`config.mk`:
```
export PLATFORM = sky130hd
export DESIGN_NAME = fieldbus_status_led_driver
export DESIGN_NICKNAME = d
export VERILOG_FILES = /design/src/fieldbus_status_led_driver.v
export VERILOG_INCLUDE_DIRS = /design/src /design/src/shared
export SDC_FILE = /design/constraint.sdc
export NUM_CORES = 1
export LEC_CHECK = 0
export BUFFER_PORTS_ARGS = -buffer_cell sky130_fd_sc_hd__buf_2
export CAP_MARGIN = 20
export CORE_MARGIN = 3
export CORE_UTILIZATION = 45
export CTS_CLUSTER_DIAMETER = 30
export DETAILED_ROUTE_END_ITERATION = 16
export PLACE_DENSITY_LB_ADDON = 0.05
export SLEW_MARGIN = 20
export SYNTH_ARGS = -nofsm -noshare
export SYNTH_HDL_FRONTEND = slang
export SYNTH_SLANG_ARGS = --single-unit
```
`constraint.sdc`:
```
create_clock -name aclk -period 2.44 [get_ports aclk]
set_input_delay 0.244 -clock aclk [delete_from_list [all_inputs] [get_ports aclk]]
set_output_delay 0.244 -clock aclk [all_outputs]
set_load 0.02 [all_outputs]
```
`src/shared/status_led_regs.vh`:
```
// Constants for the status LED driver: timing, register map, field positions, protocol state codes.
// Assumes a 50 MHz aclk; included by bare name from the design file.
`ifndef STATUS_LED_REGS_VH
`define STATUS_LED_REGS_VH

// ------------------------------------------------------------------
// Timing
// ------------------------------------------------------------------
`define CLK_HZ 50000000
`define SLOT_MS 200
`define SLOT_CYCLES ((`CLK_HZ / 1000) * `SLOT_MS)
`define FLICKER_MS 50
`define FLICKER_CYCLES ((`CLK_HZ / 1000) * `FLICKER_MS)
`define SLOTS_PER_CYCLE 6

// ------------------------------------------------------------------
// Register byte offsets
// ------------------------------------------------------------------
`define REG_CTRL 12'h000
`define REG_IP_STATE 12'h004
`define REG_BUS_STATE 12'h008
`define REG_PORT_STATE 12'h00c
`define REG_LED_STATUS 12'h010

// ------------------------------------------------------------------
// Field positions and reset values
// ------------------------------------------------------------------
`define CTRL_MODE_BIT 0
`define CTRL_RESET 32'h00000000
`define MODE_RESET 1'b0
`define IP_STATE_RESET 6'h00
`define BUS_STATE_RESET 7'h01
`define PORT_STATE_RESET 4'h0
`define IP_POWERED_BIT 0
`define IP_HAS_ADDR_BIT 1
`define IP_CONNECTED_BIT 2
`define IP_TIMEOUT_BIT 3
`define IP_DUP_ADDR_BIT 4
`define IP_SELF_TEST_BIT 5
`define BUS_STATE_LSB 0
`define BUS_CFG_ERR_BIT 4
`define BUS_SYNC_ERR_BIT 5
`define BUS_WDOG_BIT 6
`define PORT_LINK_LSB 0
`define PORT_DATA_LSB 2

// ------------------------------------------------------------------
// Protocol state encodings
// ------------------------------------------------------------------
`define ST_INIT 4'h1
`define ST_PREOP 4'h2
`define ST_SAFEOP 4'h4
`define ST_OP 4'h8

`endif

```
`src/fieldbus_status_led_driver.v`:
```
// Status LED driver for a multi-protocol Ethernet option module.
// Assumes software on AXI4-Lite supplies protocol and port state; LEDs active high.
`timescale 1ns/1ps
`include "status_led_regs.vh"

// Operation
// - IP mode: status LED dark when unpowered or without address.
// - IP mode: blink green with address but no connection.
// - IP mode: steady green while connected and transferring.
// - IP mode: blink red after connection lost by timeout.
// - IP mode: steady red on duplicate address.
// - IP mode: alternate red and green during self test.
// - IP mode: link LED green when connected, activity yellow during data.
// - Fieldbus mode: activity LEDs always dark.
// - Fieldbus mode: link LED dark with no physical connection.
// - Fieldbus mode: link LED steady green when connected, no telegrams.
// - Fieldbus mode: link LED flickers green with telegram exchange.
// - Fieldbus INIT without error: status LED dark.
// - Fieldbus PRE-OPERATIONAL: status LED blinks green.
// - Fieldbus SAFE-OPERATIONAL: single green flash per cycle.
// - Fieldbus OPERATIONAL: steady green.
// - Fieldbus configuration error: blink red.
// - Fieldbus not synchronised: single red flash per cycle.
// - Fieldbus watchdog timeout: double red flash per cycle.
// - Patterns built from 200 ms lit or dark slots, repeating each cycle.
// - Two single-colour LEDs per port plus one bicolour status LED.
module fieldbus_status_led_driver #(
  parameter SLOT_CYCLES = `SLOT_CYCLES,
  parameter FLICKER_CYCLES = `FLICKER_CYCLES,
  parameter NPORTS = 2
) (
  input wire aclk,
  input wire aresetn,
  input wire [11:0] s_axi_awaddr,
  input wire s_axi_awvalid,
  output reg s_axi_awready,
  input wire [31:0] s_axi_wdata,
  input wire [3:0] s_axi_wstrb,
  input wire s_axi_wvalid,
  output reg s_axi_wready,
  output reg [1:0] s_axi_bresp,
  output reg s_axi_bvalid,
  input wire s_axi_bready,
  input wire [11:0] s_axi_araddr,
  input wire s_axi_arvalid,
  output reg s_axi_arready,
  output reg [31:0] s_axi_rdata,
  output reg [1:0] s_axi_rresp,
  output reg s_axi_rvalid,
  input wire s_axi_rready,
  output reg port1_activity_led,
  output reg port2_activity_led,
  output reg port1_link_led,
  output reg port2_link_led,
  output reg module_status_led_green,
  output reg module_status_led_red
);

  // ------------------------------------------------------------------
  // Register storage
  // ------------------------------------------------------------------
  reg mode_q;
  reg [5:0] ip_state_q;
  reg [6:0] bus_state_q;
  reg [3:0] port_state_q;
  // Write channel holding registers
  reg [7:0] aw_addr_q;
  reg [31:0] w_data_q;
  reg [3:0] w_strb_q;
  reg aw_have_q;
  reg w_have_q;

  // ------------------------------------------------------------------
  // Time base
  // ------------------------------------------------------------------
  // Free-running counters; the pattern phase never restarts on a state change
  reg [31:0] slot_cnt_q;
  reg [31:0] flick_cnt_q;
  reg [2:0] slot_idx_q;
  reg flick_q;
  // End-of-period strobes
  wire slot_tick = (slot_cnt_q == SLOT_CYCLES - 1);
  wire flick_tick = (flick_cnt_q == FLICKER_CYCLES - 1);

  // Slot counter, six slots per pattern cycle, then repeat
  always @(posedge aclk) begin
    if (!aresetn) begin
      slot_cnt_q <= 32'h00000000;
      slot_idx_q <= 3'h0;
    end else begin
      slot_cnt_q <= slot_tick ? 32'h00000000 : slot_cnt_q + 32'h00000001;
      if (slot_tick) begin
        slot_idx_q <= (slot_idx_q == `SLOTS_PER_CYCLE - 1) ? 3'h0 : slot_idx_q + 3'h1;
      end
    end
  end

  // Flicker divider, kept apart so its rate can differ from the slot length
  always @(posedge aclk) begin
    if (!aresetn) begin
      flick_cnt_q <= 32'h00000000;
      flick_q <= 1'b0;
    end else begin
      flick_cnt_q <= flick_tick ? 32'h00000000 : flick_cnt_q + 32'h00000001;
      if (flick_tick) begin
        flick_q <= ~flick_q;
      end
    end
  end

  // Slot patterns: lit or dark per 200 ms slot
  wire pat_blink = ~slot_idx_q[0];
  wire pat_single = (slot_idx_q == 3'h0);
  wire pat_double = (slot_idx_q == 3'h0) || (slot_idx_q == 3'h2);

  // ------------------------------------------------------------------
  // LED decision
  // ------------------------------------------------------------------
  reg grn_d;
  reg red_d;
  wire [NPORTS-1:0] link_d;
  wire [NPORTS-1:0] act_d;

  // Field views of the stored state
  wire ip_pwr = ip_state_q[`IP_POWERED_BIT];
  wire ip_addr = ip_state_q[`IP_HAS_ADDR_BIT];
  wire ip_conn = ip_state_q[`IP_CONNECTED_BIT];
  wire ip_tmo = ip_state_q[`IP_TIMEOUT_BIT];
  wire ip_dup = ip_state_q[`IP_DUP_ADDR_BIT];
  wire ip_test = ip_state_q[`IP_SELF_TEST_BIT];
  wire [3:0] bus_st = bus_state_q[3:0];
  wire bus_cfg = bus_state_q[`BUS_CFG_ERR_BIT];
  wire bus_sync = bus_state_q[`BUS_SYNC_ERR_BIT];
  wire bus_wdog = bus_state_q[`BUS_WDOG_BIT];

  // One-hot protocol state views; any other code shows dark
  wire st_op = (bus_st == `ST_OP);
  wire st_safeop = (bus_st == `ST_SAFEOP);
  wire st_preop = (bus_st == `ST_PREOP);

  // Status LED, most severe condition first
  always @* begin
    grn_d = 1'b0;
    red_d = 1'b0;
    // IP protocol: a lost connection ranks with the errors
    if (!mode_q) begin
      if (ip_test) begin
        grn_d = pat_blink;
        red_d = ~pat_blink;
      end else if (ip_dup) begin
        red_d = 1'b1;
      end else if (ip_tmo) begin
        red_d = pat_blink;
      end else if (!ip_pwr || !ip_addr) begin
        grn_d = 1'b0;
      end else if (ip_conn) begin
        grn_d = 1'b1;
      end else begin
        grn_d = pat_blink;
      end
    end else begin
      // Fieldbus: watchdog ranks with a duplicate address
      if (bus_wdog) begin
        red_d = pat_double;
      end else if (bus_cfg) begin
        red_d = pat_blink;
      end else if (bus_sync) begin
        red_d = pat_single;
      end else if (st_op) begin
        grn_d = 1'b1;
      end else if (st_safeop) begin
        grn_d = pat_single;
      end else if (st_preop) begin
        grn_d = pat_blink;
      end else begin
        grn_d = 1'b0;
      end
    end
  end

  // Port LEDs, one link and one activity per port
  genvar g;
  generate
    for (g = 0; g < NPORTS; g = g + 1) begin : g_port
      wire lk = port_state_q[`PORT_LINK_LSB + g];
      wire dt = port_state_q[`PORT_DATA_LSB + g];
      reg link_r;
      reg act_r;
      // Fieldbus link flickers on telegrams; activity has no meaning there
      always @* begin
        link_r = 1'b0;
        act_r = 1'b0;
        if (!mode_q) begin
          link_r = lk;
          act_r = dt;
        end else begin
          act_r = 1'b0;
          if (!lk) begin
            link_r = 1'b0;
          end else if (dt) begin
            link_r = flick_q;
          end else begin
            link_r = 1'b1;
          end
        end
      end
      assign link_d[g] = link_r;
      assign act_d[g] = act_r;
    end
  endgenerate

  // Registered LED outputs
  always @(posedge aclk) begin
    if (!aresetn) begin
      module_status_led_green <= 1'b0;
      module_status_led_red <= 1'b0;
      port1_link_led <= 1'b0;
      port2_link_led <= 1'b0;
      port1_activity_led <= 1'b0;
      port2_activity_led <= 1'b0;
    end else begin
      module_status_led_green <= grn_d;
      module_status_led_red <= red_d;
      port1_link_led <= link_d[0];
      port2_link_led <= link_d[1];
      port1_activity_led <= act_d[0];
      port2_activity_led <= act_d[1];
    end
  end

  // ------------------------------------------------------------------
  // AXI4-Lite write side
  // ------------------------------------------------------------------
  // Response codes
  localparam [1:0] RESP_OKAY = 2'b00;
  localparam [1:0] RESP_SLVERR = 2'b10;

  // Either channel may arrive first; the held copy wins once latched
  wire aw_ok = aw_have_q || s_axi_awvalid;
  wire w_ok = w_have_q || s_axi_wvalid;
  wire [7:0] wa = aw_have_q ? aw_addr_q : s_axi_awaddr[7:0];
  wire [31:0] wd = w_have_q ? w_data_q : s_axi_wdata;
  wire [3:0] ws = w_have_q ? w_strb_q : s_axi_wstrb;
  wire do_wr = aw_ok && w_ok && !s_axi_bvalid;
  reg wa_hi_q;

  // Write decode; upper address bits come from the latch once the address is held
  wire wa_hi = aw_have_q ? wa_hi_q : (s_axi_awaddr[11:8] != 4'h0);
  wire wa_ctrl = (wa == `REG_CTRL);
  wire wa_ip = (wa == `REG_IP_STATE);
  wire wa_bus = (wa == `REG_BUS_STATE);
  wire wa_port = (wa == `REG_PORT_STATE);
  wire wa_led = (wa == `REG_LED_STATUS);
  wire wa_map = !wa_hi && (wa_ctrl || wa_ip || wa_bus || wa_port || wa_led);

  // Address and data taken in either order; response after both
  always @(posedge aclk) begin
    if (!aresetn) begin
      s_axi_awready <= 1'b0;
      s_axi_wready <= 1'b0;
      s_axi_bvalid <= 1'b0;
      s_axi_bresp <= 2'b00;
      aw_have_q <= 1'b0;
      w_have_q <= 1'b0;
      aw_addr_q <= 8'h00;
      w_data_q <= 32'h00000000;
      w_strb_q <= 4'h0;
      wa_hi_q <= 1'b0;
      mode_q <= `MODE_RESET;
      ip_state_q <= `IP_STATE_RESET;
      bus_state_q <= `BUS_STATE_RESET;
      port_state_q <= `PORT_STATE_RESET;
    end else begin
      s_axi_awready <= 1'b0;
      s_axi_wready <= 1'b0;
      // Address alone: hold it until the data arrives
      if (s_axi_awvalid && !aw_have_q && !s_axi_awready && !do_wr) begin
        aw_have_q <= 1'b1;
        aw_addr_q <= s_axi_awaddr[7:0];
        wa_hi_q <= s_axi_awaddr[11:8] != 4'h0;
        s_axi_awready <= 1'b1;
      end
      // Data alone: hold it until the address arrives
      if (s_axi_wvalid && !w_have_q && !s_axi_wready && !do_wr) begin
        w_have_q <= 1'b1;
        w_data_q <= s_axi_wdata;
        w_strb_q <= s_axi_wstrb;
        s_axi_wready <= 1'b1;
      end
      // Both present: answer once and write the register
      if (do_wr && !s_axi_awready && !s_axi_wready) begin
        s_axi_awready <= !aw_have_q;
        s_axi_wready <= !w_have_q;
        aw_have_q <= 1'b0;
        w_have_q <= 1'b0;
        s_axi_bvalid <= 1'b1;
        s_axi_bresp <= 2'b00;
        // Only byte 0 carries fields; upper lanes ignored
        if (!wa_map) begin
          s_axi_bresp <= RESP_SLVERR;
        end else if (!ws[0]) begin
          // Low lane disabled: answered OKAY, nothing changes
          s_axi_bresp <= RESP_OKAY;
        end else if (wa_ctrl) begin
          mode_q <= wd[`CTRL_MODE_BIT];
        end else if (wa_ip) begin
          ip_state_q <= wd[5:0];
        end else if (wa_bus) begin
          bus_state_q <= wd[6:0];
        end else if (wa_port) begin
          port_state_q <= wd[3:0];
        end else begin
          // Status word is read-only; a write is accepted and dropped
          s_axi_bresp <= RESP_OKAY;
        end
      end else if (s_axi_bvalid && s_axi_bready) begin
        s_axi_bvalid <= 1'b0;
      end
    end
  end

  // ------------------------------------------------------------------
  // AXI4-Lite read side
  // ------------------------------------------------------------------
  // Read decode; upper address bits must be clear for any register
  wire [7:0] ra = s_axi_araddr[7:0];
  wire ra_hi = s_axi_araddr[11:8] != 4'h0;
  wire ra_ctrl = !ra_hi && (ra == `REG_CTRL);
  wire ra_ip = !ra_hi && (ra == `REG_IP_STATE);
  wire ra_bus = !ra_hi && (ra == `REG_BUS_STATE);
  wire ra_port = !ra_hi && (ra == `REG_PORT_STATE);
  wire ra_led = !ra_hi && (ra == `REG_LED_STATUS);

  // Live LED state plus slot index, for software diagnosis
  wire [31:0] led_word = {22'h000000, slot_idx_q, port2_activity_led, port1_activity_led,
    port2_link_led, port1_link_led, flick_q, module_status_led_red, module_status_led_green};

  // One read at a time; unmapped addresses answer SLVERR with zero
  always @(posedge aclk) begin
    if (!aresetn) begin
      s_axi_arready <= 1'b0;
      s_axi_rvalid <= 1'b0;
      s_axi_rdata <= 32'h00000000;
      s_axi_rresp <= 2'b00;
    end else begin
      s_axi_arready <= 1'b0;
      if (s_axi_arvalid && !s_axi_rvalid && !s_axi_arready) begin
        s_axi_arready <= 1'b1;
        s_axi_rvalid <= 1'b1;
        s_axi_rresp <= 2'b00;
        s_axi_rdata <= 32'h00000000;
        if (ra_ctrl) begin
          s_axi_rdata <= {31'h00000000, mode_q};
        end else if (ra_ip) begin
          s_axi_rdata <= {26'h0000000, ip_state_q};
        end else if (ra_bus) begin
          s_axi_rdata <= {25'h0000000, bus_state_q};
        end else if (ra_port) begin
          s_axi_rdata <= {28'h0000000, port_state_q};
        end else if (ra_led) begin
          s_axi_rdata <= led_word;
        end else begin
          // Unmapped or upper address bits set: error with zero data
          s_axi_rresp <= RESP_SLVERR;
        end
      end else if (s_axi_rvalid && s_axi_rready) begin
        s_axi_rvalid <= 1'b0;
      end
    end
  end

endmodule // fieldbus_status_led_driver

```
# After elaboration in Yosys (flattened, before gate mapping)
# Cells that the tools add are included.
# word_totals
ff_bits,152
inputBits,67
output_inout_bits,47
word_cells,157
# op_classes
n_addsub,3
n_eq_ne,15
n_mux,50
bitwise_logic,6
n_reduce_logical,55
# op_table
operator,count
"32-bit by 1-bit adder with 32-bit output, second input constant",2
10-bit two-way mux,5
1-bit two-way mux,36
"32-bit by 22-bit equality test with 1-bit output, second input constant",1
"32-bit by 24-bit equality test with 1-bit output, second input constant",1
"8-bit by 4-bit equality test with 1-bit output, second input constant",4
1-bit logical AND,20
"8-bit by 3-bit equality test with 1-bit output, second input constant",2
"8-bit by 5-bit equality test with 1-bit output, second input constant",2
8-bit zero test,2
1-bit zero test,12
2-bit two-way mux,6
1-bit logical OR,8
8-bit two-way mux,1
4-bit nonzero test,2
2-bit OR reduction,4
7-bit two-way mux,1
7-bit AND reduction,1
1-bit inverter,6
6-bit AND reduction,1
5-bit AND reduction,1
"4-bit by 2-bit equality test with 1-bit output, second input constant",1
"4-bit by 3-bit equality test with 1-bit output, second input constant",1
"4-bit equality test, second input constant",1
other kinds (7),8

# Longest topological paths before layout
# depth
depth_word,8
depth_mapped,7
depth_no_buf,6

# Least setup slack after synthesis
# OpenSTA, ideal clock, no wires.
# synth_timing
path_kind,reg2reg
from,register s_axi_bvalid
to,register ip_state_q[0]
setup_time_ns,0.072
arrival_time_ns,2.144
required_ns,2.368
slack_ns,0.224
stages_incl_launch_ff,7
path_buffers,1
period_less_slack_ns,2.216
cell_sequence,dfxtp_1 -> o21bai_1 -> or4_1 -> buf_2 -> or2_4 -> nor4_4 -> mux2i_1
# synth_between
elab_chain_len,5
# synth_lines
element,line,source
"start, declared",fieldbus_status_led_driver.v:42,"output reg s_axi_bvalid,"
"start signal, assigned",fieldbus_status_led_driver.v:261,s_axi_bvalid <= 1'b0;
"start signal, assigned",fieldbus_status_led_driver.v:296,s_axi_bvalid <= 1'b1;
"start signal, assigned",fieldbus_status_led_driver.v:317,s_axi_bvalid <= 1'b0;
1-bit zero test,fieldbus_status_led_driver.v:244,wire do_wr = aw_ok && w_ok && !s_axi_bvalid;
1-bit logical AND,fieldbus_status_led_driver.v:244,
1-bit logical AND (2 in a row),fieldbus_status_led_driver.v:291,if (do_wr && !s_axi_awready && !s_axi_wready) begin
5-bit AND reduction (no source line),n/a,
"end signal, assigned",fieldbus_status_led_driver.v:270,ip_state_q <= `IP_STATE_RESET;
"end signal, assigned",fieldbus_status_led_driver.v:307,ip_state_q <= wd[5:0];
"end, declared",fieldbus_status_led_driver.v:63,reg [5:0] ip_state_q;
# No other way between the ends.
# A chain may end at the register's enable or synchronous reset.

# Final worst setup path
# layout_timing
from,register s_axi_bvalid
to,register ip_state_q[5]
# Same word-level chain as after synthesis.

==> qor.yml <==
tns_ns: 0
postCtsResizedCells: 0
rsz0062_at_grt: "false"
hold_start: "s_axi_wdata[1]"
cts_max_path_buffers: 2
grt_overflow: 0
ir_drop_v: 0.000643
n_antenna_cell: 0
area_growth_pct: 19.1
ys_types: 49
grt_max_degree: 33
gr-usage-all-layers_pct: 18.5
cts_tree: "built"
finalMaxSlewViolations: 0
power_density_nw_per_um2: 739
layout.nets: 837
start_kind: "flip-flop"
power_frac_seq_pct: 41.1
dr.pass1.iters: 4
rows: 41
fillCellCount: 1207
io_buffers: 61
async_reset_ff_share_pct: 0
clock-root-buffer: "clkbuf_16"
avgSynthCellArea_um2: 8.61
synth_area_um2: 6000
switching_share_pct: 22.5
relSlewSlack_pct: 53.3
p_leak_nw: 2.78
mostFrequentLayoutCells: "dfxtp_1 (128), nor2_1 (124), buf_2 (61)"
worstSetupPathType: "reg2reg"
drive_above_1_share_pct: 16.2
finalSetupViolations: 0
crit-reg2reg-launch: "s_axi_bvalid$_SDFFE_PN0P_"
cts_setup_buffers: 0
synth_edf_count: 0
synthMuxAreaShare_pct: 7.81
dieWidth_um: 122
routed_wl_mm: 13.3
arrival_ns: 2.55
finalHoldViolations: 0
p_int_mw: 4.10
synthCells: 697
synth_top_family_by_area: "simple AND/OR/NAND/NOR gates"
initial_utilization_pct: 46.8
seq_area_frac_synth_pct: 42.7
detail-route-antenna-nets: 0
skew_ns: 0.00592
drc: 0
place.gp.congestion: 0.818
antenna_found_initial: 0
yosys.area_share.simple_pct: 27.8
cp.required_ns: 2.78
max_clock_freq_mhz: 454
p_sw_mw: 1.19
ff_latch_area_um2: 2560
hold_path.class: "in2reg"
status: "finished clean"
rrSetupSlack_ns: 0.24
post-route-period-util_pct: 90.3
pwr-share-comb_pct: 7.5
power_frac_clock_pct: 51.4
synthFlopType: "dfxtp_1"
core_um2: 12800
die_y_um: 122
yosys.area_share.xor_xnor_pct: 8.46
synth-compound-area-share_pct: 7.19
hpwl_mm: 9.48
numCtsBuffers: 17
hold_buffers: 0
vias: 4971
ys_warn_count: 0
wl_per_cell_um: 14.0
drv_cap: 0
synth_adder_area_share_pct: 0.417
htreeDepth: 4
worstSetupStartpoint: "s_axi_bvalid$_SDFFE_PN0P_"
worstMarginPinSlew_ns: 0.694
via_per_inst: 5.22
clk_latency_ns: 0.42
grt_first_pass_wirelength_mm: 21.9
drtIter0Drc: 376
clk_pin_slew_ns: 0.06
final_cells: 952
ios: 114
finalWorstPathRequiredPeriod_ns: 2.20
grt_pass1_vias: 4554
multi_input_area_um2: 3200
dieArea_um2: 14800
crit_fanout: 7
cp-end-kind: "flip-flop"
synth_seq_cells: 128
cts.sinks: 128
final_common_cell: "dfxtp_1"
dp_cells: 920
-- power by group through the flow --
stage	clock network (mW)	logic (mW)	registers, mW
6_report	2.72	0.396	2.17
5_1_grt	2.86	0.439	2.18
4_1_cts	2.78	0.397	2.17
3_5_place_dp	0	0.396	2.22
3_3_place_gp	0	0.389	2.22
2_1_floorplan	0	0.292	2.23
-- per-layer routing --
metal	up-vias	track usage, %	part of all wire, %
met5	-	0	0
met4	0	6.44	0.98
met3	9	5.64	4.4
met2	84	29.7	48
met1	2339	23.7	46
li1	2539	-	-
-- Yosys cell counts, types with 3 or more instances --
cell / n / area [µm²]
nand2_1: 55 / 206
and4_1: 7 / 61.3
nand4_1: 30 / 188
nand3b_1: 3 / 22.5
clkbuf_1: 20 / 75.1
nand3_1: 34 / 170
nor2b_1: 6 / 37.5
and2_1: 4 / 25.0
nor4_1: 17 / 106
mux2_2: 7 / 78.8
inv_1: 13 / 48.8
a21oi_1: 23 / 115
nand2b_1: 5 / 31.3
nor2_1: 124 / 465
o21a_1: 3 / 22.5
dfxtp_1: 128 / 2560
a22oi_1: 9 / 67.6
buf_4: 24 / 180
or4_1: 5 / 37.5
buf_1: 5 / 18.8
nor4b_1: 7 / 61.3
nor3b_1: 5 / 37.5
and3_1: 11 / 68.8
o21ai_0: 11 / 55.1
xnor2_1: 17 / 149
xor2_1: 41 / 359
nor3_1: 6 / 30.0
o31ai_1: 7 / 52.6
mux2i_1: 39 / 390
o22a_1: 3 / 26.3
-- stage by stage --
step / cell area, µm² / utilization [%] / setup slack, ns / hold WS, ns / power [mW]
2_1_floorplan: 6090 / - / 0.224 / 0.388 / 2.52
3_3_place_gp: 6510 / 50.7 / 0.276 / 0.428 / 2.60
3_5_place_dp: 6510 / 50.7 / 0.232 / 0.435 / 2.61
4_1_cts: 7140 / 55.7 / 0.219 / 0.0579 / 5.35
5_1_grt: 7150 / 55.8 / 0.111 / 0.0652 / 5.48
6_report: 7150 / 55.8 / 0.236 / 0.0792 / 5.29
-- sequential cells by signal, indices dropped and copies added, names as in the netlist, 3 cells and up --
name and flops:
flick_cnt_q 32, bus_state_q 7, port_state_q 4, aw_addr_q 8
s_axi_rdata 10, slot_cnt_q 32, slot_idx_q 3, ip_state_q 6
w_data_q 7
-- layout make-up --
| cell class | instances | area share [%] |
|---|---|---|
| inverters | 13 | 0.682 |
| repair buffers | 80 | 6.79 |
| multi-input cells | 528 | 44.8 |
| clock inverters | 10 | 2.20 |
| flip-flops and latches | 128 | 35.8 |
| clock buffers | 21 | 6.72 |
| well taps | 172 | 3.01 |
-- path summary, 6_finish.rpt --
kind	end	cells past startpoint
max	ip_state_q[5]$_SDFFE_PN0P_	6
min	w_data_q[1]$_SDFFE_PN0P_	3
max reg2reg	ip_state_q[5]$_SDFFE_PN0P_	6
min reg2reg	s_axi_rdata[4]$_SDFFE_PN0P_	2
-- cell families (layout without fill, tap and decap cells) --
kind of cell / after synthesis / in the layout
fa+ha+maj: 2 / 2
other cells: 1 / 24
simple gates: 330 / 330
flops: 128 / 128
mux: 46 / 46
xor+xnor: 58 / 58
buf+inv: 64 / 124
compound gates: 68 / 68
-- worst max-delay path: stages (launching register included) --
cell      delay (ns)
dfxtp_1         0.33
o21bai_1        0.17
or4_1           0.62
or2_4           0.34
nor4_4          0.26
buf_4           0.21
mux2i_1         0.21
(Power assumes the default switching activity.)
